==> src/pkg/irq_flags_pkg.sv <==
// package for the low-half interrupt status flag block
// assumes a 16-bit register port, word index addressing as printed below
package irq_flags_pkg;
    // ==========================================================
    // register map (word offsets of this block)
    localparam logic [3:0]  ADDR_STATUS       = 4'h0;
    localparam logic [3:0]  ADDR_MASK         = 4'h1;
    localparam logic [3:0]  ADDR_LOST         = 4'h2;
    localparam logic [3:0]  ADDR_TXPEND       = 4'h3;
    // ==========================================================
    // field positions in the status register
    localparam int          BIT_RESET_DONE    = 8;
    localparam int          BIT_WAKE          = 4;
    localparam int          BIT_OVERWRITE     = 1;
    localparam int          BIT_SLOT_FREE     = 0;
    // ==========================================================
    // reset values
    localparam logic [15:0] MASK_RESET        = 16'hFFFF;
    localparam logic [15:0] STATUS_RESET      = 16'h0100;
    localparam logic [15:0] ZERO16            = 16'h0000;
    // reset sequence length after power-on or standby, in clocks
    localparam logic [3:0]  RESET_SEQ_CYCLES  = 4'h8;
endpackage : irq_flags_pkg

==> src/hw/flag_sticky.sv <==
// one sticky flag: hardware set wins over a write-1 clear
// assumes set and clear come from the same clock domain
module flag_sticky (
    input  wire logic i_clk,
    input  wire logic i_sys_rst,
    input  wire logic i_rst_val,
    input  wire logic i_set,
    input  wire logic i_clr,
    output logic      o_flag
);
    logic flag_reg;
    logic flag_next;

    // ==========================================================
    // next value: set beats clear, a zero write keeps the flag
    always_comb begin
        flag_next = flag_reg;
        if (i_clr) begin
            flag_next = 1'b0;
        end
        if (i_set) begin
            flag_next = 1'b1;
        end
    end

    // register; reset value is a constant per instance
    always_ff @(posedge i_clk) begin
        if (i_sys_rst) begin
            flag_reg <= i_rst_val;
        end else begin
            flag_reg <= flag_next;
        end
    end

    assign o_flag = flag_reg;
endmodule : flag_sticky

==> src/hw/irq_status_low.sv <==
// low-half interrupt status flags with mask and request output
// assumes register strobes on i_clk; bus and standby inputs arrive from outside
// Overview of operation
// [RULE_01] reset-done flag is 1 after reset and cleared only by writing 1
// [RULE_02] reset-done flag requests an interrupt regardless of any mask bit
// [RULE_03] software should clear reset-done after reset or standby return
// [RULE_04] bits 7..5 and 3..2 read 0; software writes 0 there
// [RULE_05] dominant bit seen in sleep mode sets wake flag until written 1
// [RULE_06] overwrite flag is read only, set while any lost-message bit is set
// [RULE_07] overwrite flag clears only when all lost-message bits are clear
// [RULE_08] slot-free flag sets when a pending bit clears by completion or abort
// [RULE_09] slot-free flag tells software a mailbox may take the next message
// [RULE_10] other flags request only while their mask bit is 0; masks reset to 1
// [RULE_11] writing 0 leaves a flag alone; writing 1 only clears
module irq_status_low
    import irq_flags_pkg::*;
(
    input  wire logic        i_clk,
    input  wire logic        i_sys_rst,
    input  wire logic        i_standby,
    input  wire logic        i_sleep_mode,
    input  wire logic        i_bus_rx,
    input  wire logic [15:0] i_lost_set,
    input  wire logic [15:0] i_tx_request,
    input  wire logic [15:0] i_tx_done,
    input  wire logic [15:0] i_tx_abort_done,
    input  wire logic [3:0]  i_addr,
    input  wire logic [15:0] i_wdata,
    input  wire logic        i_wr,
    input  wire logic        i_rd,
    output logic      [15:0] o_rdata,
    output logic             o_irq
);
    import irq_flags_pkg::*;

    logic [15:0] mask_reg,    mask_next;
    logic [15:0] lost_reg,    lost_next;
    logic [15:0] txpend_reg,  txpend_next;
    logic [15:0] rdata_reg,   rdata_next;
    logic        irq_reg,     irq_next;
    logic [3:0]  seq_cnt_reg, seq_cnt_next;
    logic        seq_busy_reg, seq_busy_next;
    logic        stby_q1_reg, stby_q2_reg;
    logic        rx_q1_reg,   rx_q2_reg;
    logic        slp_q1_reg,  slp_q2_reg;
    logic        seq_done;
    logic        reset_done_flag;
    logic        wake_bus_activity_flag;
    logic        tx_slot_free_flag;
    logic        message_overwrite_flag;
    logic        wr_status;
    logic [15:0] status_word;
    logic [15:0] pend_cleared;

    // address match, shared by write and read decode
    function automatic logic hit(input logic [3:0] a, input logic [3:0] o);
        hit = (a == o);
    endfunction : hit

    // ==========================================================
    // pin synchronisers: bus line, sleep level and standby come from outside
    always_ff @(posedge i_clk) begin
        if (i_sys_rst) begin
            stby_q1_reg <= 1'b0;
            stby_q2_reg <= 1'b0;
            rx_q1_reg   <= 1'b1;
            rx_q2_reg   <= 1'b1;
            slp_q1_reg  <= 1'b0;
            slp_q2_reg  <= 1'b0;
        end else begin
            stby_q1_reg <= i_standby;
            stby_q2_reg <= stby_q1_reg;
            rx_q1_reg   <= i_bus_rx;
            rx_q2_reg   <= rx_q1_reg;
            slp_q1_reg  <= i_sleep_mode;
            slp_q2_reg  <= slp_q1_reg;
        end
    end

    // ==========================================================
    // reset sequence: runs after system reset and on leaving standby
    always_comb begin
        seq_cnt_next  = seq_cnt_reg;
        seq_busy_next = seq_busy_reg;
        if (stby_q2_reg) begin
            seq_busy_next = 1'b1;                   // hold while in standby
            seq_cnt_next  = 4'h0;
        end else if (seq_busy_reg) begin
            seq_cnt_next = seq_cnt_reg + 4'h1;
            if (seq_cnt_reg == RESET_SEQ_CYCLES - 4'h1) begin
                seq_busy_next = 1'b0;
            end
        end
    end
    assign seq_done = seq_busy_reg && !seq_busy_next;

    always_ff @(posedge i_clk) begin
        if (i_sys_rst) begin
            seq_cnt_reg  <= 4'h0;
            seq_busy_reg <= 1'b1;
        end else begin
            seq_cnt_reg  <= seq_cnt_next;
            seq_busy_reg <= seq_busy_next;
        end
    end

    // ==========================================================
    // writable flags: write 1 clears, hardware set wins on the same edge
    assign wr_status = i_wr && hit(i_addr, ADDR_STATUS);

    flag_sticky u_reset_done (
        .i_clk     (i_clk),
        .i_sys_rst (i_sys_rst),
        .i_rst_val (1'b1),                                         // [RULE_01]
        .i_set     (seq_done),                                     // [RULE_01]
        .i_clr     (wr_status && i_wdata[BIT_RESET_DONE]),         // [RULE_11]
        .o_flag    (reset_done_flag)
    );

    // a low bus level is dominant; only counted while asleep
    flag_sticky u_wake (
        .i_clk     (i_clk),
        .i_sys_rst (i_sys_rst),
        .i_rst_val (1'b0),
        .i_set     (slp_q2_reg && !rx_q2_reg),                     // [RULE_05]
        .i_clr     (wr_status && i_wdata[BIT_WAKE]),               // [RULE_11]
        .o_flag    (wake_bus_activity_flag)
    );

    flag_sticky u_slot_free (
        .i_clk     (i_clk),
        .i_sys_rst (i_sys_rst),
        .i_rst_val (1'b0),
        .i_set     (|pend_cleared),                                // [RULE_08] [RULE_09]
        .i_clr     (wr_status && i_wdata[BIT_SLOT_FREE]),          // [RULE_11]
        .o_flag    (tx_slot_free_flag)
    );

    // overwrite flag is pure status of the lost-message register
    assign message_overwrite_flag = |lost_reg;                     // [RULE_06] [RULE_07]

    // ==========================================================
    // per-mailbox pending and lost-message bits
    genvar g;
    generate
        for (g = 0; g < 16; g++) begin : g_box
            // completion only clears a bit that was actually pending
            assign pend_cleared[g] = txpend_reg[g] && (i_tx_done[g] || i_tx_abort_done[g]);
        end
    endgenerate

    always_comb begin
        mask_next   = mask_reg;
        lost_next   = lost_reg | i_lost_set;
        txpend_next = (txpend_reg & ~pend_cleared) | i_tx_request;
        if (i_wr && hit(i_addr, ADDR_MASK)) begin
            mask_next = i_wdata;
        end
        if (i_wr && hit(i_addr, ADDR_LOST)) begin
            lost_next = (lost_reg & ~i_wdata) | i_lost_set;         // set wins
        end
    end

    // ==========================================================
    // status word: reserved bits tied to zero
    always_comb begin
        status_word                 = ZERO16;                      // [RULE_04]
        status_word[BIT_RESET_DONE] = reset_done_flag;
        status_word[BIT_WAKE]       = wake_bus_activity_flag;
        status_word[BIT_OVERWRITE]  = message_overwrite_flag;
        status_word[BIT_SLOT_FREE]  = tx_slot_free_flag;
    end

    // read data and request, both registered
    always_comb begin
        rdata_next = ZERO16;
        if (i_rd) begin
            unique case (1'b1)
                hit(i_addr, ADDR_STATUS): rdata_next = status_word;
                hit(i_addr, ADDR_MASK):   rdata_next = mask_reg;
                hit(i_addr, ADDR_LOST):   rdata_next = lost_reg;
                hit(i_addr, ADDR_TXPEND): rdata_next = txpend_reg;
                default:                  rdata_next = ZERO16;     // unmapped reads 0
            endcase
        end
        irq_next = reset_done_flag                                 // [RULE_02]
                 | (wake_bus_activity_flag & ~mask_reg[BIT_WAKE])  // [RULE_10]
                 | (message_overwrite_flag & ~mask_reg[BIT_OVERWRITE])
                 | (tx_slot_free_flag & ~mask_reg[BIT_SLOT_FREE]);
    end

    always_ff @(posedge i_clk) begin
        if (i_sys_rst) begin
            mask_reg   <= MASK_RESET;                              // [RULE_10]
            lost_reg   <= ZERO16;
            txpend_reg <= ZERO16;
            rdata_reg  <= ZERO16;
            irq_reg    <= 1'b0;
        end else begin
            mask_reg   <= mask_next;
            lost_reg   <= lost_next;
            txpend_reg <= txpend_next;
            rdata_reg  <= rdata_next;
            irq_reg    <= irq_next;
        end
    end

    assign o_rdata = rdata_reg;
    assign o_irq   = irq_reg;

    // ==========================================================
    // checks
    property p_reset_irq;
        @(posedge i_clk) disable iff (i_sys_rst)
        reset_done_flag |=> o_irq;
    endproperty
    a_reset_irq: assert property (p_reset_irq) else $error("reset flag did not request"); // [RULE_02]

    property p_reserved;
        @(posedge i_clk) disable iff (i_sys_rst)
        (i_rd && i_addr == ADDR_STATUS) |=> (o_rdata & 16'hFEEC) == 16'h0000;
    endproperty
    a_reserved: assert property (p_reserved) else $error("reserved bits read nonzero"); // [RULE_04]

    property p_wake_set;
        @(posedge i_clk) disable iff (i_sys_rst)
        (slp_q2_reg && !rx_q2_reg) |=> wake_bus_activity_flag;
    endproperty
    a_wake_set: assert property (p_wake_set) else $error("wake flag not set"); // [RULE_05]

    property p_wake_hold;
        @(posedge i_clk) disable iff (i_sys_rst)
        (wake_bus_activity_flag && !(wr_status && i_wdata[BIT_WAKE])) |=> wake_bus_activity_flag;
    endproperty
    a_wake_hold: assert property (p_wake_hold) else $error("wake flag lost"); // [RULE_11]

    property p_ovw;
        @(posedge i_clk) disable iff (i_sys_rst)
        (|i_lost_set) |=> message_overwrite_flag;
    endproperty
    a_ovw: assert property (p_ovw) else $error("overwrite flag not set"); // [RULE_06]

    // only a write to the lost-message register may drop the flag; a status write may not
    property p_ovw_clear;
        @(posedge i_clk) disable iff (i_sys_rst)
        (message_overwrite_flag && !(i_wr && hit(i_addr, ADDR_LOST)))
            |=> message_overwrite_flag;
    endproperty
    a_ovw_clear: assert property (p_ovw_clear) else $error("overwrite flag dropped"); // [RULE_07]

    property p_slot;
        @(posedge i_clk) disable iff (i_sys_rst)
        (|pend_cleared) |=> tx_slot_free_flag;
    endproperty
    a_slot: assert property (p_slot) else $error("slot flag not set"); // [RULE_08]

    property p_mask;
        @(posedge i_clk) disable iff (i_sys_rst)
        (!reset_done_flag && mask_reg == MASK_RESET) |=> !o_irq;
    endproperty
    a_mask: assert property (p_mask) else $error("masked flag requested"); // [RULE_10]

    property p_seq;
        @(posedge i_clk) disable iff (i_sys_rst)
        seq_done |=> reset_done_flag;
    endproperty
    a_seq: assert property (p_seq) else $error("reset flag not set after sequence"); // [RULE_01]
endmodule : irq_status_low

==> config.mk <==
export PLATFORM = sky130hd
export DESIGN_NAME = irq_status_low
export DESIGN_NICKNAME = d
export VERILOG_FILES = /design/src/pkg/irq_flags_pkg.sv /design/src/hw/flag_sticky.sv /design/src/hw/irq_status_low.sv
export SDC_FILE = /design/constraint.sdc
export NUM_CORES = 1
export LEC_CHECK = 0
export BUFFER_PORTS_ARGS = -buffer_cell sky130_fd_sc_hd__buf_2
export CAP_MARGIN = 20
export CORE_UTILIZATION = 40
export DETAILED_ROUTE_END_ITERATION = 8
export GPL_TIMING_DRIVEN = 0
export PLACE_DENSITY = 0.67
export RECOVER_POWER = 25
export SLEW_MARGIN = 0
export SYNTH_ARGS = -nofsm -noshare
export SYNTH_HDL_FRONTEND = slang
export SYNTH_SLANG_ARGS = --single-unit
==> constraint.sdc <==
create_clock -name i_clk -period 3.92 [get_ports i_clk]
set_input_delay 0.392 -clock i_clk [delete_from_list [all_inputs] [get_ports i_clk]]
set_output_delay 0.392 -clock i_clk [all_outputs]
set_load 0.02 [all_outputs]
==> results of run 1 <==
placed cells by master, fill, tap and decap left out, types with 10 or more instances in the layout:
cell	Yosys	routed
clkbuf_1	14	20
buf_2	4	105
nand3b_1	17	17
a222oi_1	13	13
dfxtp_1	79	79
clkbuf_8	0	10
nand2_1	34	34
o21ai_0	16	16
nor2_1	63	63
a21oi_1	39	39
nand3_1	19	19
routing by layer:
layer  wire [µm]  vias up  share of wire [%]
li1            -     1466                  -
met5           0        -                  0
met4         145        0                1.7
met1        3960     1348                 47
met3         518       11                6.2
met2        3760      126                 45
worst max-delay path, delay by kind of cell:
kind	cells	cell delay (ps)
AOI/OAI and AO/OA	1	200
buffers and inverters	2	590
and+or+nand+nor	3	700
power breakdown:
part | total (mW) | internal, mW | leakage, nW | switching, mW
registers | 0.867 | 0.836 | 0.651 | 0.0312
clock network | 0.604 | 0.311 | 0.0916 | 0.293
logic | 0.149 | 0.0712 | 0.920 | 0.0782
total | 1.62 | 1.22 | 1.66 | 0.403
cells by family (layout without fill, tap and decap cells):
group	count (synthesis)	in the layout	synth area share, %
AOI/OAI and AO/OA	78	78	16.2
xor gates and xnor gates	3	3	0.877
adders and majority gates	1	1	0.417
buffers and inverters	21	143	2.80
DFF	79	79	52.8
muxes	1	1	0.334
and+or+nand+nor	162	162	26.6
how the worst min path moves through the flow:
stage                          from                   end  slack (ps)  cells after the start
3_3_place_gp   rx_q1_reg$_SDFF_PP1_  rx_q2_reg$_SDFF_PP1_         390                      1
3_5_place_dp   rx_q1_reg$_SDFF_PP1_  rx_q2_reg$_SDFF_PP1_         400                      1
5_1_grt                    i_bus_rx  rx_q1_reg$_SDFF_PP1_         220                      2
2_1_floorplan  rx_q1_reg$_SDFF_PP1_  rx_q2_reg$_SDFF_PP1_         390                      1
4_1_cts                    i_bus_rx  rx_q1_reg$_SDFF_PP1_         210                      2
6_report                   i_bus_rx  rx_q1_reg$_SDFF_PP1_         220                      2
cell usage after synthesis:
master    instances  area [µm²]
a211o_1           3        26.3
a21oi_1          39         195
a221oi_1          1        8.76
a222oi_1         13         130
a22oi_1           6        45.0
and2_1            1        6.26
and3_1            1        6.26
buf_1             1        3.75
buf_2             4        20.0
clkbuf_1         14        52.6
dfxtp_1          79        1580
ha_1              1        12.5
inv_1             2        7.51
mux2i_1           1        10.0
nand2_1          34         128
nand2b_1          1        6.26
nand3_1          19        95.1
nand3b_1         17         128
nand4_1           6        37.5
nor2_1           63         236
nor2b_1           5        31.3
nor3_1            4        20.0
nor4_1            5        31.3
nor4_2            1        12.5
nor4b_1           1        8.76
nor4b_2           1        15.0
nor4b_4           1        23.8
o21ai_0          16        80.1
or2_2             2        12.5
xnor2_1           1        8.76
xor2_1            2        17.5
per-stage QoR:
| stage | hold slack (ps) | util, % | instance area (µm²) |
|---|---|---|---|
| floorplan | 389 | - | 3000 |
| finish | 219 | 53.0 | 3840 |
| detailed placement | 396 | 50.4 | 3650 |
| CTS | 207 | 53.1 | 3850 |
| global route | 220 | 53.0 | 3840 |
| global placement | 395 | 50.4 | 3650 |
final cells by class:
| cell class | count | area, µm² | share of cell area [%] |
|---|---|---|---|
| flip-flops and latches | 79 | 1580 | 41.1 |
| multi-input cells | 245 | 1330 | 34.7 |
| repair buffers | 106 | 524 | 13.6 |
| clock buffers | 11 | 141 | 3.68 |
| well taps | 99 | 124 | 3.22 |
| plain buffers | 19 | 76.3 | 1.99 |
| clock inverters | 5 | 57.6 | 1.50 |
| inverters | 2 | 7.51 | 0.195 |
==> results.sh, run 1 <==
export IMPL_pre_cts_slack_ps=1930
export IMPL_crit_end="lost_reg[14]$_SDFF_PP0_"
export IMPL_fin_cells=566
export IMPL_cp_required_ps=4140
export IMPL_crit_path_start_kind="input pin"
export IMPL_ff2ff_path_depth=4
export IMPL_use_met1_pct=28.3
export IMPL_wl_um=8380
export IMPL_dp_hpwl_um=6480
export IMPL_grtUsageTotal_pct=21.6
export IMPL_rr_endpoint="u_slot_free.o_flag$_SDFFE_PP0P_"
export IMPL_vias=2951
export IMPL_ant_nets=0
export IMPL_cts_sinks=79
export IMPL_startpoint="i_addr[0]"
export IMPL_numCtsBuffers=9
export IMPL_fin_nets=554
export IMPL_ys_warnings_count=0
export IMPL_firstDrtPassIters=6
export IMPL_drc=0
export IMPL_clkTransAtPathRegs_ps=80
export IMPL_clock_skew_ps=5.48
export IMPL_critPathKind="in2reg"
export IMPL_yosysSeqAreaShare_pct=52.8
export IMPL_min_period_over_period_pct=42.3
export IMPL_yosysUniqueCellTypes=31
export IMPL_die_h_um=88.6
export IMPL_drive_above_1_share_pct=26.8
export IMPL_grt_pass1_wl_um=12400
export IMPL_synth_area_per_cell_um2=8.69
export IMPL_p_leak_nw=1.66
export IMPL_grt_pass1_vias=2567
export IMPL_syn_area_mm2=0.00300
export IMPL_worstPathArrival_ps=1880
export IMPL_worstSetupEndpointType="register"
export IMPL_n_fill_cell=750
export IMPL_worstPathCellList="buf_2 > nor4b_2 > clkbuf_1 > nand3_1 > a21oi_1 > nor2_1"
export IMPL_rsz0062_at_grt="false"
export IMPL_synth_seq_cells=79
export IMPL_core_area_mm2=0.00725
export IMPL_synthCells=345
export IMPL_cts_tree="yes"
export IMPL_cpPeakStageDelay_ps=500
export IMPL_area_growth_pct=28.3
export IMPL_hold_viol_final=0
export IMPL_setup_violations=0
export IMPL_cp_slowest_cell="nor4b_2"
export IMPL_slew_headroom_pct=49.9
export IMPL_htreeDepth=3
export IMPL_maxCapViolCount=0
export IMPL_clkLatencyLatePin_ps=350
export IMPL_r2r_setup_slack_ps=2620
export IMPL_placed_cells=550
export IMPL_root_buffer="clkbuf_8"
export IMPL_chipWidth_um=88.6
export IMPL_worst_pin_slew_ps=745
export IMPL_gp_congestion=0.869
export IMPL_die_area_mm2=0.00784
export IMPL_clock_path_buffers=2
export IMPL_pin_count=108
export IMPL_irDropWorstVdd_v=0.000163
export IMPL_use_met2_pct=34.8
export IMPL_cts_hold_buf=0
export IMPL_power_density_mw_per_mm2=421
export IMPL_finalCriticalPeriod_ps=1660
export IMPL_synth_net_count=437
export IMPL_path_max_fanout=10
export IMPL_status="completed"
export IMPL_hold_class="in2reg"
export IMPL_grt_max_degree=14
export IMPL_drt_iter0_drc=182
export IMPL_total_power_mw=1.62
export IMPL_antenna_found_initial=0
export IMPL_portBuffers=106
export IMPL_start_util_pct=41.3
export IMPL_fmax_mhz=603
export IMPL_wire_per_inst_um=14.8
export IMPL_overflow=0
export IMPL_fin_ws_ps=2260
export IMPL_use_met3_pct=4.01
export IMPL_drv_slew=0
export IMPL_n_antenna_cell=0
export IMPL_tns_ps=0
export IMPL_viasPerCell=5.21
export IMPL_r2r_start="txpend_reg[0]$_SDFF_PP0_"
export IMPL_postCtsSetupRepairBufs=0
export IMPL_ctsResizeCount=0
export IMPL_row_count=31
export IMPL_top_usage_layer="met2"
Power figures use the tool's default switching activity.
==> inputs of run 2 (changes only) <==
--- a/config.mk
+++ b/config.mk
@@ -10,7 +10,7 @@
 export CORE_UTILIZATION = 40
 export DETAILED_ROUTE_END_ITERATION = 8
 export GPL_TIMING_DRIVEN = 0
-export PLACE_DENSITY = 0.67
+export PLACE_DENSITY = 0.69
 export RECOVER_POWER = 25
 export SLEW_MARGIN = 0
 export SYNTH_ARGS = -nofsm -noshare
==> constraint.sdc (replaced) <==
create_clock -name i_clk -period 1.3 [get_ports i_clk]
set_input_delay 0.13 -clock i_clk [delete_from_list [all_inputs] [get_ports i_clk]]
set_output_delay 0.13 -clock i_clk [all_outputs]
set_load 0.02 [all_outputs]
==> results.sh, run 2 (synthesized netlist as in run 1, its figures left out) <==
export IMPL_status="completed"
export IMPL_fin_util_pct=59.4
export IMPL_hold_class="in2reg"
export IMPL_r2r_setup_slack_ps=60
export IMPL_start_util_pct=41.3
export IMPL_fmax_mhz=808
export IMPL_r2r_start="txpend_reg[11]$_SDFF_PP0_"
export IMPL_vias=3129
export IMPL_antenna_found_initial=0
export IMPL_drv_slew=0
export IMPL_placed_cell_area_mm2=0.00365
export IMPL_ant_nets=0
export IMPL_setup_violations=0
export IMPL_clock_path_buffers=2
export IMPL_core_area_mm2=0.00725
export IMPL_wire_per_inst_um=14.8
export IMPL_layout_common_cells="110 x buf_2, 79 x dfxtp_1, 63 x nor2_1"
export IMPL_grt_pass1_vias=2775
export IMPL_grt_max_degree=14
export IMPL_n_fill_cell=678
export IMPL_min_delay_start="i_wdata[1]"
export IMPL_clkLatencyLatePin_ps=350
export IMPL_ff2ff_path_depth=4
export IMPL_overflow=0
export IMPL_min_period_over_period_pct=95.2
export IMPL_chipWidth_um=88.6
export IMPL_worstPathArrival_ps=1450
export IMPL_maxCapViolCount=0
export IMPL_wl_met1_um=4050
export IMPL_whs_ps=16.3
export IMPL_worst_pin_slew_ps=725
export IMPL_crit_path_start_kind="register"
export IMPL_slew_headroom_pct=51.2
export IMPL_clkTransAtPathRegs_ps=80
export IMPL_rr_endpoint="u_slot_free.o_flag$_SDFFE_PP0P_"
export IMPL_fin_cells=611
export IMPL_portBuffers=106
export IMPL_htreeDepth=3
export IMPL_min_path_cells=3
export IMPL_drive_above_1_share_pct=26.8
export IMPL_placed_cells=550
export IMPL_stdcell_area_mm2=0.00431
export IMPL_route_met3_wl_um=632
export IMPL_met2_length_um=4100
export IMPL_area_growth_pct=43.7
export IMPL_hold_viol_final=0
export IMPL_wl_um=9060
export IMPL_total_power_mw=5.01
export IMPL_dr_max_layer_used="met4"
export IMPL_cts_tree="yes"
export IMPL_worstSetupEndpointType="register"
export IMPL_startpoint="txpend_reg[11]$_SDFF_PP0_"
export IMPL_crit_end="u_slot_free.o_flag$_SDFFE_PP0P_"
export IMPL_row_count=31
export IMPL_finalCriticalPeriod_ps=1240
export IMPL_n_antenna_cell=0
export IMPL_dp_hpwl_um=6450
export IMPL_rsz0062_at_grt="false"
export IMPL_irDropWorstVdd_v=0.000654
export IMPL_cp_required_ps=1510
export IMPL_grtUsageTotal_pct=23.2
export IMPL_critPathKind="reg2reg"
export IMPL_viasPerCell=5.12
export IMPL_numCtsBuffers=9
export IMPL_root_buffer="clkbuf_8"
export IMPL_p_leak_nw=1.89
export IMPL_power_density_mw_per_mm2=1160
export IMPL_path_max_fanout=3
export IMPL_gp_congestion=0.826
export IMPL_die_h_um=88.6
export IMPL_clock_skew_ps=8.34
export IMPL_cts_sinks=79
export IMPL_grt_pass1_wl_um=13200
export IMPL_pin_count=108
export IMPL_drt_iter0_drc=227
export IMPL_mostFrequentLayoutCell="buf_2"
export IMPL_firstDrtPassIters=6
export IMPL_die_area_mm2=0.00784
export IMPL_drc=0
export IMPL_fin_nets=599
[run 2: timing repair]
item,CTS,global route
hold buffers,41,0
buffers inserted,4,0
hold endpoints to repair,41,0
gates resized for setup,1,3
pin swaps,1,0
endpoints found under the setup margin,16,7
[run 2: worst min-delay path by stage]
stage | endpoint | slack (ps)
after global routing | mask_reg[3]$_SDFFE_PP1P_ | 10
final | mask_reg[1]$_SDFFE_PP1P_ | 20
after CTS | mask_reg[13]$_SDFFE_PP1P_ | 0.1
after global placement | rx_q1_reg$_SDFF_PP1_ | 310
after floorplan | rx_q1_reg$_SDFF_PP1_ | 230
after detailed placement | rx_q1_reg$_SDFF_PP1_ | 310
[run 2: layer usage]
metal / global-route usage (%) / up-vias
met3: 5.60 / 22
met4: 13.9 / 0
li1: - / 1554
met1: 28.7 / 1411
met5: 0 / -
met2: 36.9 / 142
[run 2: report_power, final]
part	internal, mW	switching, mW
sequential	2.52	0.0923
clock	0.936	0.899
combinational	0.302	0.262
total	3.76	1.25
[run 2: final cells by class]
cell class | instances | area (µm²) | area share, %
repair buffers | 151 | 971 | 22.5
clock inverters | 5 | 57.6 | 1.34
flip-flops and latches | 79 | 1580 | 36.7
well taps | 99 | 124 | 2.87
multi-input cells | 245 | 1350 | 31.3
plain buffers | 19 | 78.8 | 1.83
inverters | 2 | 7.51 | 0.174
clock buffers | 11 | 141 | 3.28
[run 2: critical path, stage by stage (launching register included)]
cell and delay, ps:
dfxtp_1 340, o21ai_0 110, nand4_1 150, nor4_2 400, a21oi_1 110
[run 2: stage by stage]
| step | TNS, ps | setup WS [ps] |
|---|---|---|
| 2_1_floorplan | 0 | 37.3 |
| 3_3_place_gp | -12130 | -377 |
| 3_5_place_dp | -13730 | -432 |
| 4_1_cts | 0 | 31.1 |
| 5_1_grt | 0 | 18.5 |
| 6_report | 0 | 62.3 |
==> inputs of run 3 (changes only) <==
--- a/config.mk
+++ b/config.mk
@@ -10,7 +10,7 @@
 export CORE_UTILIZATION = 40
 export DETAILED_ROUTE_END_ITERATION = 8
 export GPL_TIMING_DRIVEN = 0
-export PLACE_DENSITY = 0.69
+export PLACE_DENSITY = 0.67
 export RECOVER_POWER = 25
 export SLEW_MARGIN = 0
 export SYNTH_ARGS = -nofsm -noshare
==> constraint.sdc (replaced) <==
create_clock -name i_clk -period 1.5 [get_ports i_clk]
set_input_delay 0.15 -clock i_clk [delete_from_list [all_inputs] [get_ports i_clk]]
set_output_delay 0.15 -clock i_clk [all_outputs]
set_load 0.02 [all_outputs]
==> results.sh, run 3 (synthesized netlist as in run 1, its figures left out) <==
export IMPL_status="completed"
export IMPL_crit_path_start_kind="input pin"
export IMPL_slew_headroom_pct=51.7
export IMPL_die_area_mm2=0.00784
export IMPL_ff2ff_path_depth=4
export IMPL_power_density_mw_per_mm2=1080
export IMPL_grt_max_degree=14
export IMPL_die_h_um=88.6
export IMPL_firstDrtPassIters=5
export IMPL_ant_nets=0
export IMPL_cpPeakStageDelay_ps=530
export IMPL_p_sw_share_pct=24.8
export IMPL_cts_sinks=79
export IMPL_mostFrequentLayoutCell="buf_2"
export IMPL_clkTransAtPathRegs_ps=80
export IMPL_clkLatencyLatePin_ps=350
export IMPL_pre_cts_slack_ps=-244
export IMPL_wire_per_inst_um=14.7
export IMPL_area_growth_pct=30.6
export IMPL_root_buffer="clkbuf_8"
export IMPL_maxCapViolCount=0
export IMPL_viasPerCell=5.15
export IMPL_cp_slowest_cell="nor4b_4"
export IMPL_power_switching_mw=1.05
export IMPL_worst_pin_slew_ps=719
export IMPL_pwr_share_clk_pct=37.1
export IMPL_min_path_cells=3
export IMPL_grt_pass1_wl_um=12400
export IMPL_n_antenna_cell=0
export IMPL_overflow=0
export IMPL_irDropWorstVdd_v=0.000429
export IMPL_antenna_found_initial=0
export IMPL_r2r_start="txpend_reg[0]$_SDFF_PP0_"
export IMPL_p_int_mw=3.19
export IMPL_fin_nets=561
export IMPL_worstPathCellList="buf_2 > nor4b_4 > nand2_1 > clkbuf_1 > nand2_1 > nand3b_1"
export IMPL_crit_family="simple AND/OR/NAND/NOR gates"
export IMPL_worstSetupEndpointType="register"
export IMPL_total_power_mw=4.25
export IMPL_grtUsageTotal_pct=21.7
export IMPL_gp_congestion=0.869
export IMPL_hold_viol_final=0
export IMPL_seqPwrFrac_pct=53.3
export IMPL_fin_ws_ps=129
export IMPL_drv_slew=0
export IMPL_row_count=31
export IMPL_whs_endpoint="txpend_reg[7]$_SDFF_PP0_"
export IMPL_clock_skew_ps=5.57
export IMPL_combPwrFrac_pct=9.5
export IMPL_setup_violations=0
export IMPL_cts_tree="yes"
export IMPL_hold_class="in2reg"
export IMPL_rr_endpoint="u_slot_free.o_flag$_SDFFE_PP0P_"
export IMPL_placed_cell_area_mm2=0.00365
export IMPL_critPathKind="in2reg"
export IMPL_clock_path_buffers=2
export IMPL_r2r_setup_slack_ps=220
export IMPL_numCtsBuffers=9
export IMPL_path_max_fanout=10
export IMPL_min_period_over_period_pct=91.4
export IMPL_htreeDepth=3
export IMPL_worstPathArrival_ps=1600
export IMPL_core_area_mm2=0.00725
export IMPL_postCtsSetupRepairBufs=0
export IMPL_drt_iter0_drc=186
export IMPL_layout_common_cells="104 x buf_2, 79 x dfxtp_1, 63 x nor2_1"
export IMPL_stdcell_area_mm2=0.00392
export IMPL_crit_top_cell="nand2_1"
export IMPL_fin_util_pct=54.0
export IMPL_grt_pass1_vias=2582
export IMPL_start_util_pct=41.3
export IMPL_vias=2952
export IMPL_drc=0
export IMPL_wl_um=8400
export IMPL_path_buf_inv=2
export IMPL_portBuffers=106
export IMPL_cp_required_ps=1730
export IMPL_drive_above_1_share_pct=26.4
export IMPL_finalCriticalPeriod_ps=1370
export IMPL_p_leak_nw=1.69
export IMPL_pin_count=108
export IMPL_dp_hpwl_um=6480
export IMPL_chipWidth_um=88.6
export IMPL_fmax_mhz=729
export IMPL_min_delay_start="i_tx_request[7]"
export IMPL_whs_ps=9.06
export IMPL_rsz0062_at_grt="false"
==> run 3: cell count changes in the layout (fill, tap and decap cells not counted), moves of 4 or more <==
cell           delta
buf_4             -4
dlygate4sd3_1    -34
clkbuf_1          +6
buf_2             -6
==> run 3: cell type report <==
cell class | instances | area, µm²
clock inverter | 5 | 57.6
multi-input combinational | 245 | 1330
sequential | 79 | 1580
fill | 745 | 3340
tap | 99 | 124
timing repair buffer | 113 | 593
inverter | 2 | 7.51
clock buffer | 11 | 141
buffer | 19 | 77.6
==> run 3: worst max-delay path by stage <==
stage	cells after the start	startpoint	slack, ps	endpoint
5_1_grt	6	i_addr[1]	30	mask_reg[11]$_SDFFE_PP1P_
4_1_cts	6	i_addr[0]	130	lost_reg[14]$_SDFF_PP0_
2_1_floorplan	5	i_addr[1]	220	mask_reg[4]$_SDFFE_PP1P_
3_3_place_gp	6	i_addr[0]	-200	lost_reg[15]$_SDFF_PP0_
3_5_place_dp	6	i_addr[0]	-240	lost_reg[14]$_SDFF_PP0_
6_report	6	i_addr[1]	130	mask_reg[11]$_SDFFE_PP1P_
==> run 3: through the flow <==
step	TNS [ps]	std cells
final	0	573
after global routing	0	573
after CTS	0	573
after detailed placement	-4820	550
after global placement	-4430	550
after floorplan	0	345
==> run 3: timing repair <==
item / 4_1_cts / 5_1_grt
endpoints found under the setup margin: 0 / 1
hold endpoints to repair: 7 / 0
hold buffers: 7 / 0
gates resized for setup: 0 / 2
==> run 3: metal layers <==
layer	vias up	wire [µm]	track usage, %
met3	9	573	4.01
met5	-	0	0
met1	1343	3940	28.3
met2	115	3750	35.2
met4	0	134	9.53
li1	1485	-	-
==> run 3: worst register-to-register path, stage by stage, from the launching register on <==
cell and delay (ps):
dfxtp_1 350, o21ai_0 130, nand4_1 140, nor4_1 430
a21oi_1 110
==> run 3: power by group through the flow <==
stage                     logic [mW]  registers, mW  clock network (mW)
final                          0.405           2.26                1.58
after detailed placement       0.390           2.31                   0
after global routing           0.450           2.27                1.68
after CTS                      0.407           2.26                1.60
after floorplan                0.191           2.28                   0
after global placement         0.381           2.31                   0
